## config.mk

```make
export PLATFORM = sky130hd
export DESIGN_NAME = port3_rate_limit_control
export DESIGN_NICKNAME = d
export VERILOG_FILES = /design/src/hw/port3_rate_limit_control.v /design/src/hw/rate_code_table.v /design/src/hw/rate_token_limiter.v
export VERILOG_INCLUDE_DIRS = /design/src /design/src/hw
export SDC_FILE = /design/constraint.sdc
export NUM_CORES = 1
export LEC_CHECK = 0
export BUFFER_PORTS_ARGS = -buffer_cell sky130_fd_sc_hd__buf_2
export CAP_MARGIN = 20
export CORE_MARGIN = 2
export CORE_UTILIZATION = 60
export CTS_BUF_LIST = sky130_fd_sc_hd__clkbuf_8
export DETAILED_ROUTE_END_ITERATION = 8
export PLACE_DENSITY = 0.79
export SLEW_MARGIN = 20
export SYNTH_ARGS = -nofsm -noshare
export SYNTH_HDL_FRONTEND = slang
export SYNTH_SLANG_ARGS = --single-unit
export TNS_END_PERCENT = 5
```

## constraint.sdc

```tcl
create_clock -name core_clk -period 7.8 [get_ports core_clk]
set_clock_uncertainty 0.1 [all_clocks]
set_input_delay 1.95 -clock core_clk [delete_from_list [all_inputs] [get_ports core_clk]]
set_output_delay 1.95 -clock core_clk [all_outputs]
set_load 0.03 [all_outputs]
```

## src/hw/rate_limit_regs.vh

```
// Summary of operation
// - Host ingress word 0 holds the priority 1 limit in bits 14-8 and the priority 0 limit in bits 6-0, frames over the limit are dropped, not held back.
// - Host ingress word 1 holds the priority 3 limit in bits 14-8 and the priority 2 limit in bits 6-0, applied to received frames of those priorities.
// - A limit field of zero, its reset value, means no limiting at either line rate.
// - Bit 7 of ingress word 0 picks the reduced-MII input sample edge, 0 rising and 1 falling.
// - Host egress word 0 holds the priority 1 limit in bits 14-8 and the priority 0 limit in bits 6-0, egress frames are throttled and never dropped.
// - Host egress word 1 holds the priority 3 limit in bits 14-8 and the priority 2 limit in bits 6-0.
// - Bit 7 of egress word 0 switches egress limiting on when set and off when clear, resetting to 0.
// - With one egress queue, the reset setup, only the priority 0 egress limit is used.
// - With two egress queues only the priority 1 and 0 egress limits are used.
// - The queue-mapping field in bits 15-14 resets to 10, codes 01 and 11 send priorities 1-3 to queue 1 and priority 0 to queue 0, codes 00 and 10 are reserved.
// - Writing 1 to bit 10 of the global word flushes all learned address entries and the bit then clears itself.
// - Bit 9 of the global word enables flushing of the static table for spanning tree use.
// - Each port's learning-disable bit stops address learning on that port when set and resets to 0.
`ifndef RATE_LIMIT_REGS_VH
`define RATE_LIMIT_REGS_VH

// Register indexes, byte address is index times four
`define IDX_INGRESS_LO   10'h0A4
`define IDX_INGRESS_HI   10'h0A6
`define IDX_EGRESS_LO    10'h0A8
`define IDX_EGRESS_HI    10'h0AA
`define IDX_GLOBAL       10'h0AC
`define IDX_QUEUE_LEARN  10'h0C0
`define IDX_HOST_STATUS  10'h0C2

// Field positions
`define RATE_HI_MSB      14
`define RATE_HI_LSB      8
`define RATE_LO_MSB      6
`define RATE_LO_LSB      0
`define BIT_SAMPLE_EDGE  7
`define BIT_EGRESS_EN    7
`define MAP_MSB          15
`define MAP_LSB          14
`define BIT_FLUSH_DYN    10
`define BIT_FLUSH_STATIC 9
`define BIT_TWO_QUEUE    4

// Writable masks and reset values
`define MASK_RATE_LO     16'h7FFF
`define MASK_RATE_HI     16'h7F7F
`define MASK_GLOBAL      16'hC7FF
`define MASK_QUEUE_LEARN 16'h0017
`define RST_RATE         16'h0000
`define RST_GLOBAL       16'h8000
`define RST_QUEUE_LEARN  16'h0000

// Queue mapping codes
`define MAP_SPLIT_A      2'h1
`define MAP_SPLIT_B      2'h3

// Rate window timing
`define CLK_PERIOD_NS    10
`define WINDOW_NS        8000
`define WINDOW_CYCLES    (`WINDOW_NS / `CLK_PERIOD_NS)
`define BYTES_PER_CODE   8'h01

`endif

```

## src/hw/port3_rate_limit_control.v

```verilog
`timescale 1ns/10ps
`include "rate_limit_regs.vh"

module port3_rate_limit_control (
  // Clock and reset
  input  wire        core_clk,
  input  wire        rst,
  // Wishbone slave
  input  wire        wb_cyc_i,
  input  wire        wb_stb_i,
  input  wire        wb_we_i,
  input  wire [11:0] wb_adr_i,
  input  wire [3:0]  wb_sel_i,
  input  wire [31:0] wb_dat_i,
  output wire [31:0] wb_dat_o,
  output wire        wb_ack_o,
  // Ingress traffic
  input  wire        ingressByte,
  input  wire [1:0]  ingressPrio,
  output wire [3:0]  ingressDrop,
  // Egress traffic
  input  wire        egressByte,
  input  wire [1:0]  egressPrio,
  output wire [1:0]  egressHold,
  output wire        egressQueue,
  // Reduced-MII sampling
  output wire        rmiiSampleFalling,
  // Address table and queue mode control
  input  wire        flushDynDone,
  output wire        flushDynReq,
  output wire        flushStaticEn,
  output wire [2:0]  learnDisable,
  output wire        twoQueueMode
);

  reg  [15:0] ingLo_q;
  reg  [15:0] ingLo_d;
  reg  [15:0] ingHi_q;
  reg  [15:0] ingHi_d;
  reg  [15:0] egrLo_q;
  reg  [15:0] egrLo_d;
  reg  [15:0] egrHi_q;
  reg  [15:0] egrHi_d;
  reg  [15:0] global_q;
  reg  [15:0] global_d;
  reg  [15:0] queueLearn_q;
  reg  [15:0] queueLearn_d;
  reg         ack_q;
  reg  [31:0] rdData_q;
  reg  [31:0] rdData_d;
  reg         egrQueue_q;
  reg  [9:0]  window_q;
  wire        windowTick;
  wire        access;
  wire        wrEn;
  wire        rdEn;
  wire [9:0]  wordIdx;
  wire [15:0] wrWord;
  wire [27:0] rateCodes;
  wire [3:0]  ingConsume;
  wire [1:0]  egrConsume;
  wire [1:0]  egrLimitEn;
  wire        egrQueueNow;

  // Byte-lane merge of a 16-bit register
  function [15:0] lane_merge;
    input [15:0] oldVal;
    input [15:0] newVal;
    input [1:0]  sel;
    input [15:0] mask;
    reg   [15:0] merged;
    begin
      merged = oldVal;
      if (sel[0])
        merged[7:0] = newVal[7:0];
      if (sel[1])
        merged[15:8] = newVal[15:8];
      lane_merge = (merged & mask) | (oldVal & ~mask);
    end
  endfunction

  // Queue for an egress priority
  function queue_of;
    input [1:0] mapCode;
    input       twoQ;
    input [1:0] prio;
    begin
      if (!twoQ)
        queue_of = 1'b0;
      else if (mapCode == `MAP_SPLIT_A || mapCode == `MAP_SPLIT_B)
        queue_of = (prio != 2'h0);
      else
        queue_of = 1'b0;
    end
  endfunction

  assign access  = wb_cyc_i && wb_stb_i && !ack_q;
  assign wrEn    = access && wb_we_i;
  assign rdEn    = access && !wb_we_i;
  assign wordIdx = wb_adr_i[11:2];
  assign wrWord  = wb_dat_i[15:0];

  // Register writes
  always @*
  begin
    ingLo_d      = ingLo_q;
    ingHi_d      = ingHi_q;
    egrLo_d      = egrLo_q;
    egrHi_d      = egrHi_q;
    global_d     = global_q;
    queueLearn_d = queueLearn_q;
    if (wrEn)
    begin
      case (wordIdx)
        `IDX_INGRESS_LO:
          ingLo_d = lane_merge(ingLo_q, wrWord, wb_sel_i[1:0], `MASK_RATE_LO);
        `IDX_INGRESS_HI:
          ingHi_d = lane_merge(ingHi_q, wrWord, wb_sel_i[1:0], `MASK_RATE_HI);
        `IDX_EGRESS_LO:
          egrLo_d = lane_merge(egrLo_q, wrWord, wb_sel_i[1:0], `MASK_RATE_LO);
        `IDX_EGRESS_HI:
          egrHi_d = lane_merge(egrHi_q, wrWord, wb_sel_i[1:0], `MASK_RATE_HI);
        `IDX_GLOBAL:
          global_d = lane_merge(global_q, wrWord, wb_sel_i[1:0], `MASK_GLOBAL);
        `IDX_QUEUE_LEARN:
          queueLearn_d = lane_merge(queueLearn_q, wrWord, wb_sel_i[1:0],
                                    `MASK_QUEUE_LEARN);
        default:
          ingLo_d = ingLo_q;
      endcase
    end
    // Flush request clears on completion; a fresh write of 1 wins
    if (flushDynDone && global_q[`BIT_FLUSH_DYN])
      global_d[`BIT_FLUSH_DYN] = 1'b0;
    if (wrEn && wordIdx == `IDX_GLOBAL && wb_sel_i[1] && wrWord[`BIT_FLUSH_DYN])
      global_d[`BIT_FLUSH_DYN] = 1'b1;
    else if (wrEn && wordIdx == `IDX_GLOBAL && wb_sel_i[1])
      global_d[`BIT_FLUSH_DYN] = global_q[`BIT_FLUSH_DYN] && !flushDynDone;
  end

  // Read mux
  always @*
  begin
    rdData_d = 32'h0000_0000;
    case (wordIdx)
      `IDX_INGRESS_LO:
        rdData_d[15:0] = ingLo_q;
      `IDX_INGRESS_HI:
        rdData_d[15:0] = ingHi_q;
      `IDX_EGRESS_LO:
        rdData_d[15:0] = egrLo_q;
      `IDX_EGRESS_HI:
        rdData_d[15:0] = egrHi_q;
      `IDX_GLOBAL:
        rdData_d[15:0] = global_q;
      `IDX_QUEUE_LEARN:
        rdData_d[15:0] = queueLearn_q;
      `IDX_HOST_STATUS:
        rdData_d[15:0] = {8'h00, global_q[`BIT_FLUSH_DYN], egrQueue_q,
                          egressHold, ingressDrop};
      default:
        rdData_d = 32'h0000_0000;
    endcase
  end

  always @(posedge core_clk)
  begin
    if (rst)
    begin
      ingLo_q      <= `RST_RATE;
      ingHi_q      <= `RST_RATE;
      egrLo_q      <= `RST_RATE;
      egrHi_q      <= `RST_RATE;
      global_q     <= `RST_GLOBAL;
      queueLearn_q <= `RST_QUEUE_LEARN;
      ack_q        <= 1'b0;
      rdData_q     <= 32'h0000_0000;
    end
    else
    begin
      ingLo_q      <= ingLo_d;
      ingHi_q      <= ingHi_d;
      egrLo_q      <= egrLo_d;
      egrHi_q      <= egrHi_d;
      global_q     <= global_d;
      queueLearn_q <= queueLearn_d;
      ack_q        <= access;
      if (rdEn)
        rdData_q <= rdData_d;
    end
  end

  // Shared refill window
  assign windowTick = (window_q == (`WINDOW_CYCLES - 1));

  always @(posedge core_clk)
  begin
    if (rst)
      window_q <= 10'h000;
    else if (windowTick)
      window_q <= 10'h000;
    else
      window_q <= window_q + 10'h001;
  end

  // Rate codes per priority: ingress 0..3 only, egress codes are taken from egrLo_q directly
  assign rateCodes[6:0]   = ingLo_q[`RATE_LO_MSB:`RATE_LO_LSB];
  assign rateCodes[13:7]  = ingLo_q[`RATE_HI_MSB:`RATE_HI_LSB];
  assign rateCodes[20:14] = ingHi_q[`RATE_LO_MSB:`RATE_LO_LSB];
  assign rateCodes[27:21] = ingHi_q[`RATE_HI_MSB:`RATE_HI_LSB];

  genvar p;
  generate
    for (p = 0; p < 4; p = p + 1)
    begin : g_ingress
      localparam [1:0] PRIO = p;
      assign ingConsume[p] = ingressByte && (ingressPrio == PRIO);
      // Over-limit frames are dropped by the ingress path
      rate_token_limiter u_limit (
        .core_clk   (core_clk),
        .rst        (rst),
        .limitEn    (1'b1),
        .rateCode   (rateCodes[7*p+6:7*p]),
        .windowTick (windowTick),
        .consume    (ingConsume[p]),
        .overLimit  (ingressDrop[p])
      );
    end
  endgenerate

  // Egress: one queue uses only priority 0, two queues only priority 0 and 1
  assign egrQueueNow = queue_of(global_q[`MAP_MSB:`MAP_LSB],
                                queueLearn_q[`BIT_TWO_QUEUE], egressPrio);
  assign egrLimitEn[0] = egrLo_q[`BIT_EGRESS_EN];
  assign egrLimitEn[1] = egrLo_q[`BIT_EGRESS_EN] && queueLearn_q[`BIT_TWO_QUEUE];
  assign egrConsume[0] = egressByte && !egrQueueNow;
  assign egrConsume[1] = egressByte && egrQueueNow;

  // Hold only stalls the queue, frames are never discarded
  rate_token_limiter u_egress0 (
    .core_clk   (core_clk),
    .rst        (rst),
    .limitEn    (egrLimitEn[0]),
    .rateCode   (egrLo_q[`RATE_LO_MSB:`RATE_LO_LSB]),
    .windowTick (windowTick),
    .consume    (egrConsume[0]),
    .overLimit  (egressHold[0])
  );

  rate_token_limiter u_egress1 (
    .core_clk   (core_clk),
    .rst        (rst),
    .limitEn    (egrLimitEn[1]),
    .rateCode   (egrLo_q[`RATE_HI_MSB:`RATE_HI_LSB]),
    .windowTick (windowTick),
    .consume    (egrConsume[1]),
    .overLimit  (egressHold[1])
  );

  always @(posedge core_clk)
  begin
    if (rst)
      egrQueue_q <= 1'b0;
    else if (egressByte)
      egrQueue_q <= egrQueueNow;
  end

  // Software disables learning before a dynamic flush; not enforced here
  assign wb_ack_o          = ack_q;
  assign wb_dat_o          = rdData_q;
  assign egressQueue       = egrQueue_q;
  assign rmiiSampleFalling = ingLo_q[`BIT_SAMPLE_EDGE];
  assign flushDynReq       = global_q[`BIT_FLUSH_DYN];
  assign flushStaticEn     = global_q[`BIT_FLUSH_STATIC];
  assign learnDisable      = queueLearn_q[2:0];
  assign twoQueueMode      = queueLearn_q[`BIT_TWO_QUEUE];

endmodule

```

## src/hw/rate_code_table.v

```verilog
`timescale 1ns/10ps
`include "rate_limit_regs.vh"

module rate_code_table #(
  parameter [7:0] BYTES_PER_CODE = `BYTES_PER_CODE
) (
  // Clock and reset
  input  wire        core_clk,
  input  wire        rst,
  // Code in, byte budget per window out
  input  wire [6:0]  rateCode,
  output reg  [15:0] creditBytes
);

  wire [14:0] product;

  assign product = rateCode * BYTES_PER_CODE;

  always @(posedge core_clk)
  begin
    if (rst)
      creditBytes <= 16'h0000;
    else
      creditBytes <= {1'b0, product};
  end

endmodule

```

## src/hw/rate_token_limiter.v

```verilog
`timescale 1ns/10ps
`include "rate_limit_regs.vh"

module rate_token_limiter (
  // Clock and reset
  input  wire       core_clk,
  input  wire       rst,
  // Control
  input  wire       limitEn,
  input  wire [6:0] rateCode,
  input  wire       windowTick,
  // Traffic
  input  wire       consume,
  output reg        overLimit
);

  wire [15:0] creditBytes;
  reg  [15:0] used_q;
  reg  [15:0] used_d;

  rate_code_table u_table (
    .core_clk    (core_clk),
    .rst         (rst),
    .rateCode    (rateCode),
    .creditBytes (creditBytes)
  );

  always @*
  begin
    used_d = used_q;
    if (windowTick)
      used_d = {15'h0000, consume};
    else if (consume && used_q != 16'hFFFF)
      used_d = used_q + 16'h0001;
  end

  always @(posedge core_clk)
  begin
    if (rst)
    begin
      used_q    <= 16'h0000;
      overLimit <= 1'b0;
    end
    else
    begin
      used_q    <= used_d;
      overLimit <= limitEn && (rateCode != 7'h00) && (used_d >= creditBytes);
    end
  end

endmodule

```

==> metrics list, run 1 <==
- STA classifies the critical path endpoint as a flip-flop.
- Seq pwr share: 0.528
* Final weighted congestion in routability-driven placement: 0.8763
- Horizontal die dimension: 147.9 um
- After layout, the worst setup slack is 3.417 ns.
- Portion of total power attributed to combinational logic: 0.036
- Crit path max-delay cell type: o211ai_1
- Clock-pin slew was measured on the worst setup and hold paths at 0.06 ns.
- Hold WS: 0.3526 ns
- Critical path origin: egressPrio[1]
* DRC violation total after the first TritonRoute iteration: 697
* Post-layout total power: 2.406 mW
- The number of hold violations in the final report was 0.
- Overall die height: 147.9 um
- Subtracting the final worst setup slack from the clock period gives 4.383 ns.
* Number of levels the H-tree was split into: 2
- The largest single stage delay on the critical path is 0.42 ns.
- Via count of the routed design: 10,330
- From synthesis to final layout, the design area changed by 8.634%.
- The die covers 21,860 um^2.
- Worst path required time: 8.13 ns
- Post-route DRC violation count: 0
- Pwr/cell area: 178.4 nW/um^2
* Cell internal power dissipation: 1.843 mW
* Distinct cell type count of the synthesized netlist: 83
- Sum of routed wire length over all layers: 28,000 um
- After detailed placement, the total cell area comes to 12,750 um^2.
* Switching share of power: 0.2339
- After routing, the total negative slack on setup checks comes to 0 ns.
- The average instance in the mapped netlist occupies 8.564 um^2.
- Top flip-flop cell by instance count after synthesis: dfxtp_1
- TritonCTS built the clock tree.
- Across every metal layer, demand over resource in global routing totals 0.2544.
* Fraction of layout cells with a size suffix above 1: 0.1077
- Most area-consuming cells after synthesis: dfxtp_1, nor2_1, mux2i_1, ha_1, xnor2_1
- Drt wl/cell: 15.71 um
* Leading cell type in the layout, fill and taps excluded: dfxtp_1
* Critical path cell sequence: buf_2 > o211ai_1 > nand2_1 > a21o_1 > o22ai_1 > a31oi_1 > ha_1 > nand2b_1 > a211oi_1 > o21ai_0 > a31oi_1 > o2111ai_1 > o31a_1
- For this design the total switching power over the nets is 0.5629 mW.
- The first global-routing pass estimated 46,230 um of wire.
- IR analysis of the VDD net gives a maximum drop of 0.1429 mV.
- Crit path buf inv count: 1
* Sequential element share of the synthesized area: 0.3982
- Setup Buffers After CTS: 0
- The first detailed-routing pass ran for 8 iterations.
- The critical path crosses 13 cells after its start point.
- Antenna violations before repair: 0
- The synthesized netlist occupies a cell area of 12,420 um^2.
* Category of the worst setup path launch point: primary input
- Cell count after placement: 1,717
- P_leak: 5.030 nW
* Clock latency at the later pin of the worst-skew pair: 0.54 ns
* Total CTS buffers: 40
- Post-route cell area: 13,490 um^2
- Timing would allow up to 228.2 MHz.
* Crit Reg-Reg Startpoint: window_q[0]
- The detail route stage leaves a number of antenna-violating nets equal to 0.
- By instance count, the cell type seen most on the critical path is a31oi_1.
- Once layout is complete, the utilization of the core stands at 0.6646.
* Number of enable-type register cells in the synthesized netlist: 0
* Fraction of synthesized cell area taken by the top area cell type: 0.3982
- The kind of cell with the highest combined delay along the critical path is compound AO/OA/AOI/OAI gates.
- Number of flip-flops and latches in the synthesized netlist: 247
- The finished layout holds 1,783 standard cells, fillers aside.
- Timing analysis after detailed placement gives a worst setup slack of 2.884 ns.
- In this run the critical register-to-register path is captured at u_egress0.overLimit.
* Worst setup path category: in -> reg
- The number of global-route vias before repair came to 9,645.
- Leaving out fill and tap cells, the most frequent cells in the layout are dfxtp_1, nor2_1, nand2_1, mux2i_1, buf_2.
* Gate count after technology mapping: 1,450
- Pin placement for this block handled 107 I/O pins.
- The flow ran to the end, and the final reports show no timing, DRC or antenna violations.
- Via-per-instance ratio: 5.794
* Post-route clock period utilization: 0.5619
* Largest net degree at the start of global routing: 95
- Measured against its own limit, the worst slew margin works out to 0.2973.
- At the worst endpoint, the arrival time is 4.71 ns.
* Termination of the worst setup path: u_egress0.overLimit
* # setup viols final: 0
- During placement, the flow inserted port buffers numbering 70.
* Cell type contributing the most total cell area after synthesis: dfxtp_1
* RSZ-0062 raised after global routing: false
- CTS saw 247 sinks.
- For the pin with the worst max-slew slack, the measured transition is 1.051 ns.
- Kind of path behind the tightest hold check: reg -> reg
* Maximum fanout count along the critical path: 8
* Core area: 20,300 um^2
* Half-perimeter wire length after placement: 19,760 um
- Reg-to-reg slack, setup: 3.89 ns
- Yosys printed 0 warnings.
* Clock power share: 0.436
- Number of hold buffers added after CTS: 0
- Number of antenna repair diodes: 0
- Number of nets in the layout: 1,598
- Clk buf depth: 3
* Max_cap viols: 0
* Total of cells resized after clock tree synthesis: 0
- Starting Density: 0.6117
* Max-slew violation total from the final report: 0
* Proportion of synthesized flip-flops having asynchronous set or reset: 0
* Root Buffer Master: clkbuf_8
- Global routing finished with a remaining overflow of 0.
- Logic depth of the worst register-to-register path: 12
- The floorplan has 52 rows.
## flip-flops by register name (all words and copies together), names as in the netlist
| signal | count |
|---|---|
| u_egress1.overLimit | 1 |
| global_q | 13 |
| u_egress0.u_table.creditBytes | 7 |
| egressQueue | 1 |
| wb_ack_o | 1 |
| window_q | 10 |
| u_egress1.used_q | 16 |
| ingLo_q | 15 |
| egrHi_q | 14 |
| wb_dat_o | 16 |
| ingHi_q | 14 |
| u_egress1.u_table.creditBytes | 7 |
| g_ingress.u_limit.u_table.creditBytes | 28 |
| queueLearn_q | 4 |
| egrLo_q | 15 |
| g_ingress.u_limit.used_q | 64 |
| u_egress0.used_q | 16 |
| u_egress0.overLimit | 1 |
| g_ingress.u_limit.overLimit | 4 |
## area by class of cell
cell class	instances	area, um^2
inverter	48	180.2
multi-input combinational	1078	6903
tap	270	337.8
fill	1634	6809
sequential	247	4945
clock buffer	48	660.6
timing repair buffer	74	382.9
clock inverter	18	81.33
## worst min-delay path, stage by stage (launching register included)
cell and delay (ns):
dfxtp_1 0.31, nand2_1 0.05, a21oi_1 0.05
## cells by family (layout without fill, tap and decap cells)
kind of cell | after synthesis | count (layout) | share of synthesized area
adder cells (fa/ha/maj) | 49 | 49 | 0.04937
multiplexers | 73 | 73 | 0.05894
AO/OA/AOI/OAI | 227 | 227 | 0.1264
buffers and inverters | 140 | 188 | 0.05118
XOR/XNOR | 85 | 85 | 0.05995
AND/OR/NAND/NOR | 628 | 628 | 0.2557
flip-flops | 247 | 247 | 0.3982
other | 1 | 16 | 0.0003020
## how the worst min path moves through the flow
stage	cells past startpoint	start	end
after floorplan	1	window_q[0]	window_q[0]
after global placement	2	wb_dat_o[13]	wb_dat_o[13]
after detailed placement	2	wb_dat_o[3]	wb_dat_o[3]
after CTS	2	wb_dat_o[12]	wb_dat_o[12]
after global routing	2	wb_dat_o[8]	wb_dat_o[8]
final	2	wb_dat_o[12]	wb_dat_o[12]
## synth_stat cells, types with 5 or more instances
library cell    n
dfxtp_1       247
nor2_1        212
nand2_1       101
mux2i_1        72
clkbuf_1       60
a21oi_1        55
ha_1           49
inv_1          48
nor2b_1        47
nor3_1         47
xnor2_1        46
xor2_1         39
nand3_1        38
nand4_1        38
o21ai_0        34
and3_1         31
buf_4          24
a21o_1         23
nand2b_1       20
a31oi_1        16
and2_1         14
nor4_1         14
and4_1         12
a22oi_1        11
o22ai_1        11
or3_1           9
a222oi_1        8
or4_1           7
a31o_2          6
or2_2           6
a211oi_1        5
a221oi_1        5
nand3b_1        5
o2111ai_1       5
o21a_1          5
o31a_1          5
## power by group through the flow
stage,clock network (mW),registers (mW),logic [mW]
3_3_place_gp,0,1.30,0.0830
5_1_grt,1.13,1.27,0.0941
6_report,1.05,1.27,0.0861
3_5_place_dp,0,1.30,0.0851
2_1_floorplan,0,1.30,0.0610
4_1_cts,1.07,1.27,0.0854
## metal layers
metal / track usage / share of wire
met1: 0.3398 / 0.46
met2: 0.4102 / 0.45
met3: 0.04784 / 0.057
met4: 0.09905 / 0.030
met5: 0 / 0
Note: power is estimated with default switching activity, not from simulation.
==> inputs of run 2 (changes only) <==
==> constraint.sdc (replaced) <==
create_clock -name core_clk -period 4.1 [get_ports core_clk]
set_clock_uncertainty 0.1 [all_clocks]
set_input_delay 1.025 -clock core_clk [delete_from_list [all_inputs] [get_ports core_clk]]
set_output_delay 1.025 -clock core_clk [all_outputs]
set_load 0.03 [all_outputs]
==> metrics list, run 2 (synthesized netlist as in run 1, its figures left out) <==
* Number of nets in the layout: 1,616 (+1.1%)
- The slew at the pin with the worst max-slew slack is 0.8590 ns (-0.1923 ns).
* Registers with the most flip-flops: g_ingress.u_limit.used_q x64, g_ingress.u_limit.u_table.creditBytes x28
- P_leak: 5.165 nW (+2.7%)
* Register name with the most flops: g_ingress.u_limit.used_q
- Clock net sink count: 247 (unchanged)
* Core area: 20,300 um^2 (unchanged)
* Post-route DRC violation count: 0 (unchanged)
* Final critical delay including setup and external delays: 3.568 ns
* Setup Buffers After CTS: 0 (unchanged)
- Final Worst Setup Slack: 0.5325 ns (-2.885 ns)
- The number of antenna diodes was 0 (unchanged).
* Remaining global-route overflow: 0 (unchanged)
- The proportion of layout cells with a drive suffix above 1 is 0.1204 (+0.01271).
- Max FFs per register: 64 (unchanged)
- Overall die height: 147.9 um (unchanged)
- The HPWL after detailed placement came to 20,020 um (+1.3%).
- Die Footprint: 21,860 um^2 (unchanged)
* Horizontal die dimension: 147.9 um (unchanged)
- On the critical path the largest part of the delay comes from simple AND/OR/NAND/NOR gates.
* Sum of routed wire length over all layers: 28,210 um (+0.73%)
- Area added between synthesis and finish: 10.50%
* Hold Violations, Final: 0 (unchanged)
- TritonCTS clock tree: built
- The clock transition at the register clock pins on the worst setup and hold paths after CTS came to 0.06 ns (about the same).
- Clk buf depth: 3 (unchanged)
- DRC violation total after the first TritonRoute iteration: 618 (-11%)
- The count of buffer and inverter cells on the critical path came to 1 (unchanged).
- Cell area reported after detailed placement: 12,880 um^2 (+1.0%)
* Kind of path behind the tightest hold check: reg -> reg
* Via count of the first global-routing pass: 9,552 (-0.96%)
- Category of the worst setup path launch point: flip-flop
- Worst endpoint data arrival time: 3.86 ns (-0.85 ns)
- Final weighted congestion in routability-driven placement: 0.8896 (+1.5%)
- Highest-count cells in the layout ignoring fill and taps: dfxtp_1, nor2_1, nand2_1, mux2i_1, buf_2
- The total count of max-transition violations in the final report was 0 (unchanged).
* Number of hold buffers added after CTS: 0 (unchanged)
- Clock latency at the later pin of the worst-skew pair: 0.54 ns (about the same)
* Post-route clock period utilization: 0.8701
- Drt wl/cell: 15.62 um (-0.55%)
* Worst setup path category: reg -> reg
- Crit path max-delay cell type: or4_1
* Critical path cell sequence: ha_1 > nand4_1 > or4_1 > buf_4 > a31oi_1 > o21ai_0 > ha_1 > nand2b_1 > a21o_1 > a21oi_1 > and3b_1 > nor4_1 > a41oi_1
- The flow ran to the end, and the final reports show no timing, DRC or antenna violations.
* Relative slew margins: 0.4230 (+0.1256)
- The maximum fanout along the worst path is 17 (+9).
- The final setup violation count came to 0 (unchanged).
- Final TNS setup: 0 ns (unchanged)
- Largest net degree at the start of global routing: 85 (-11%)
- The max-cap check violation count was 0 (unchanged).
- The number of port buffers is 70 (unchanged).
* Largest stage delay on the critical path: 0.52 ns (+0.10 ns)
- The initial cell density of the core was 0.6117 (unchanged).
* Overall global routing resource usage: 0.2556 (+0.001155)
- RSZ-0062 raised after global routing: false
- Leading cell type in the layout, fill and taps excluded: dfxtp_1
* Router iterations before antenna repair: 5 (-3)
* Achievable clock frequency: 280.3 MHz
- Via count of the routed design: 10,340 (+0.087%)
* Total of cells resized after clock tree synthesis: 0 (unchanged)
* Total CTS buffers: 41 (+2.5%)
- Via-per-instance ratio: 5.725 (-1.2%)
- The first-pass GRT wire length was 46,580 um (+0.75%).
- Worst path required time: 4.39 ns (-3.74 ns)
- Capturing element type of the critical path: flip-flop
* Detail Route Antenna Nets: 0 (unchanged)
* Number of rows in the core area: 52 (unchanged)
* Number of levels the H-tree was split into: 2 (unchanged)
* Maximum VDD drop: 0.3782 mV (+160%)
- Antenna violations before repair: 0 (unchanged)
- Pwr/cell area: 349.5 nW/um^2 (+96%)
- Most frequent cell on the critical path: ha_1
- The post-placement worst setup slack came to 0.3751 ns (-2.509 ns).
- Post-route cell area: 13,720 um^2 (+1.7%)
* Root Buffer Master: clkbuf_8
- The I/O pin total came to 107 (unchanged).
- The total power after layout was 4.795 mW (+99%).
run 2: cell count changes in the layout (fill, tap and decap cells not counted), sizes merged:
cell,delta
clkbuf,+3
buf,+17
bufinv,+2
clkinvlp,+1
run 2: layer usage:
layer,global-route usage,vias up,share of wire
met5,0,-,0
met4,0.08762,0,0.027
met3,0.04568,54,0.064
met2,0.4119,312,0.45
met1,0.3481,4780,0.46
li1,-,5194,-
run 2: power by group:
part           switching [mW]  internal, mW  leakage (nW)
combinational           0.119        0.0449          2.70
sequential            0.00813          2.41          1.99
clock                   0.970          1.25         0.480
total                    1.10          3.70          5.17
run 2: final timing paths:
path                     from                              to  slack [ns]  depth (start not counted)
setup / recovery  window_q[0]  g_ingress[2].u_limit.overLimit        0.53                         13
hold / removal    wb_dat_o[7]                     wb_dat_o[7]        0.36                          2
setup reg to reg  window_q[0]  g_ingress[2].u_limit.overLimit        0.53                         13
hold reg to reg   wb_dat_o[7]                     wb_dat_o[7]        0.36                          2
run 2: per-stage QoR:
stage	cells	util	hold WS, ns
3_3_place_gp	1734	0.6343	0.3386
5_1_grt	1806	0.6760	0.3773
6_report	1806	0.6760	0.3561
2_1_floorplan	1465	-	0.3297
3_5_place_dp	1734	0.6343	0.3459
4_1_cts	1806	0.6760	0.3584
run 2: worst register-to-register path, delay by kind of cell, from the launching register on:
family	cells	cell delay, ns
DFF	1	0.37
adders and majority gates	2	0.53
buffers and inverters	1	0.23
AOI/OAI and AO/OA	5	0.82
and+or+nand+nor	5	1.38
run 2: final cells by class:
type	instances	area [um^2]
clock buffers	51	701.9
repair buffers	91	510.5
flip-flops and latches	247	4945
clock inverters	21	143.9
well taps	270	337.8
fillers	1665	6578
multi-input cells	1078	6903
inverters	48	180.2
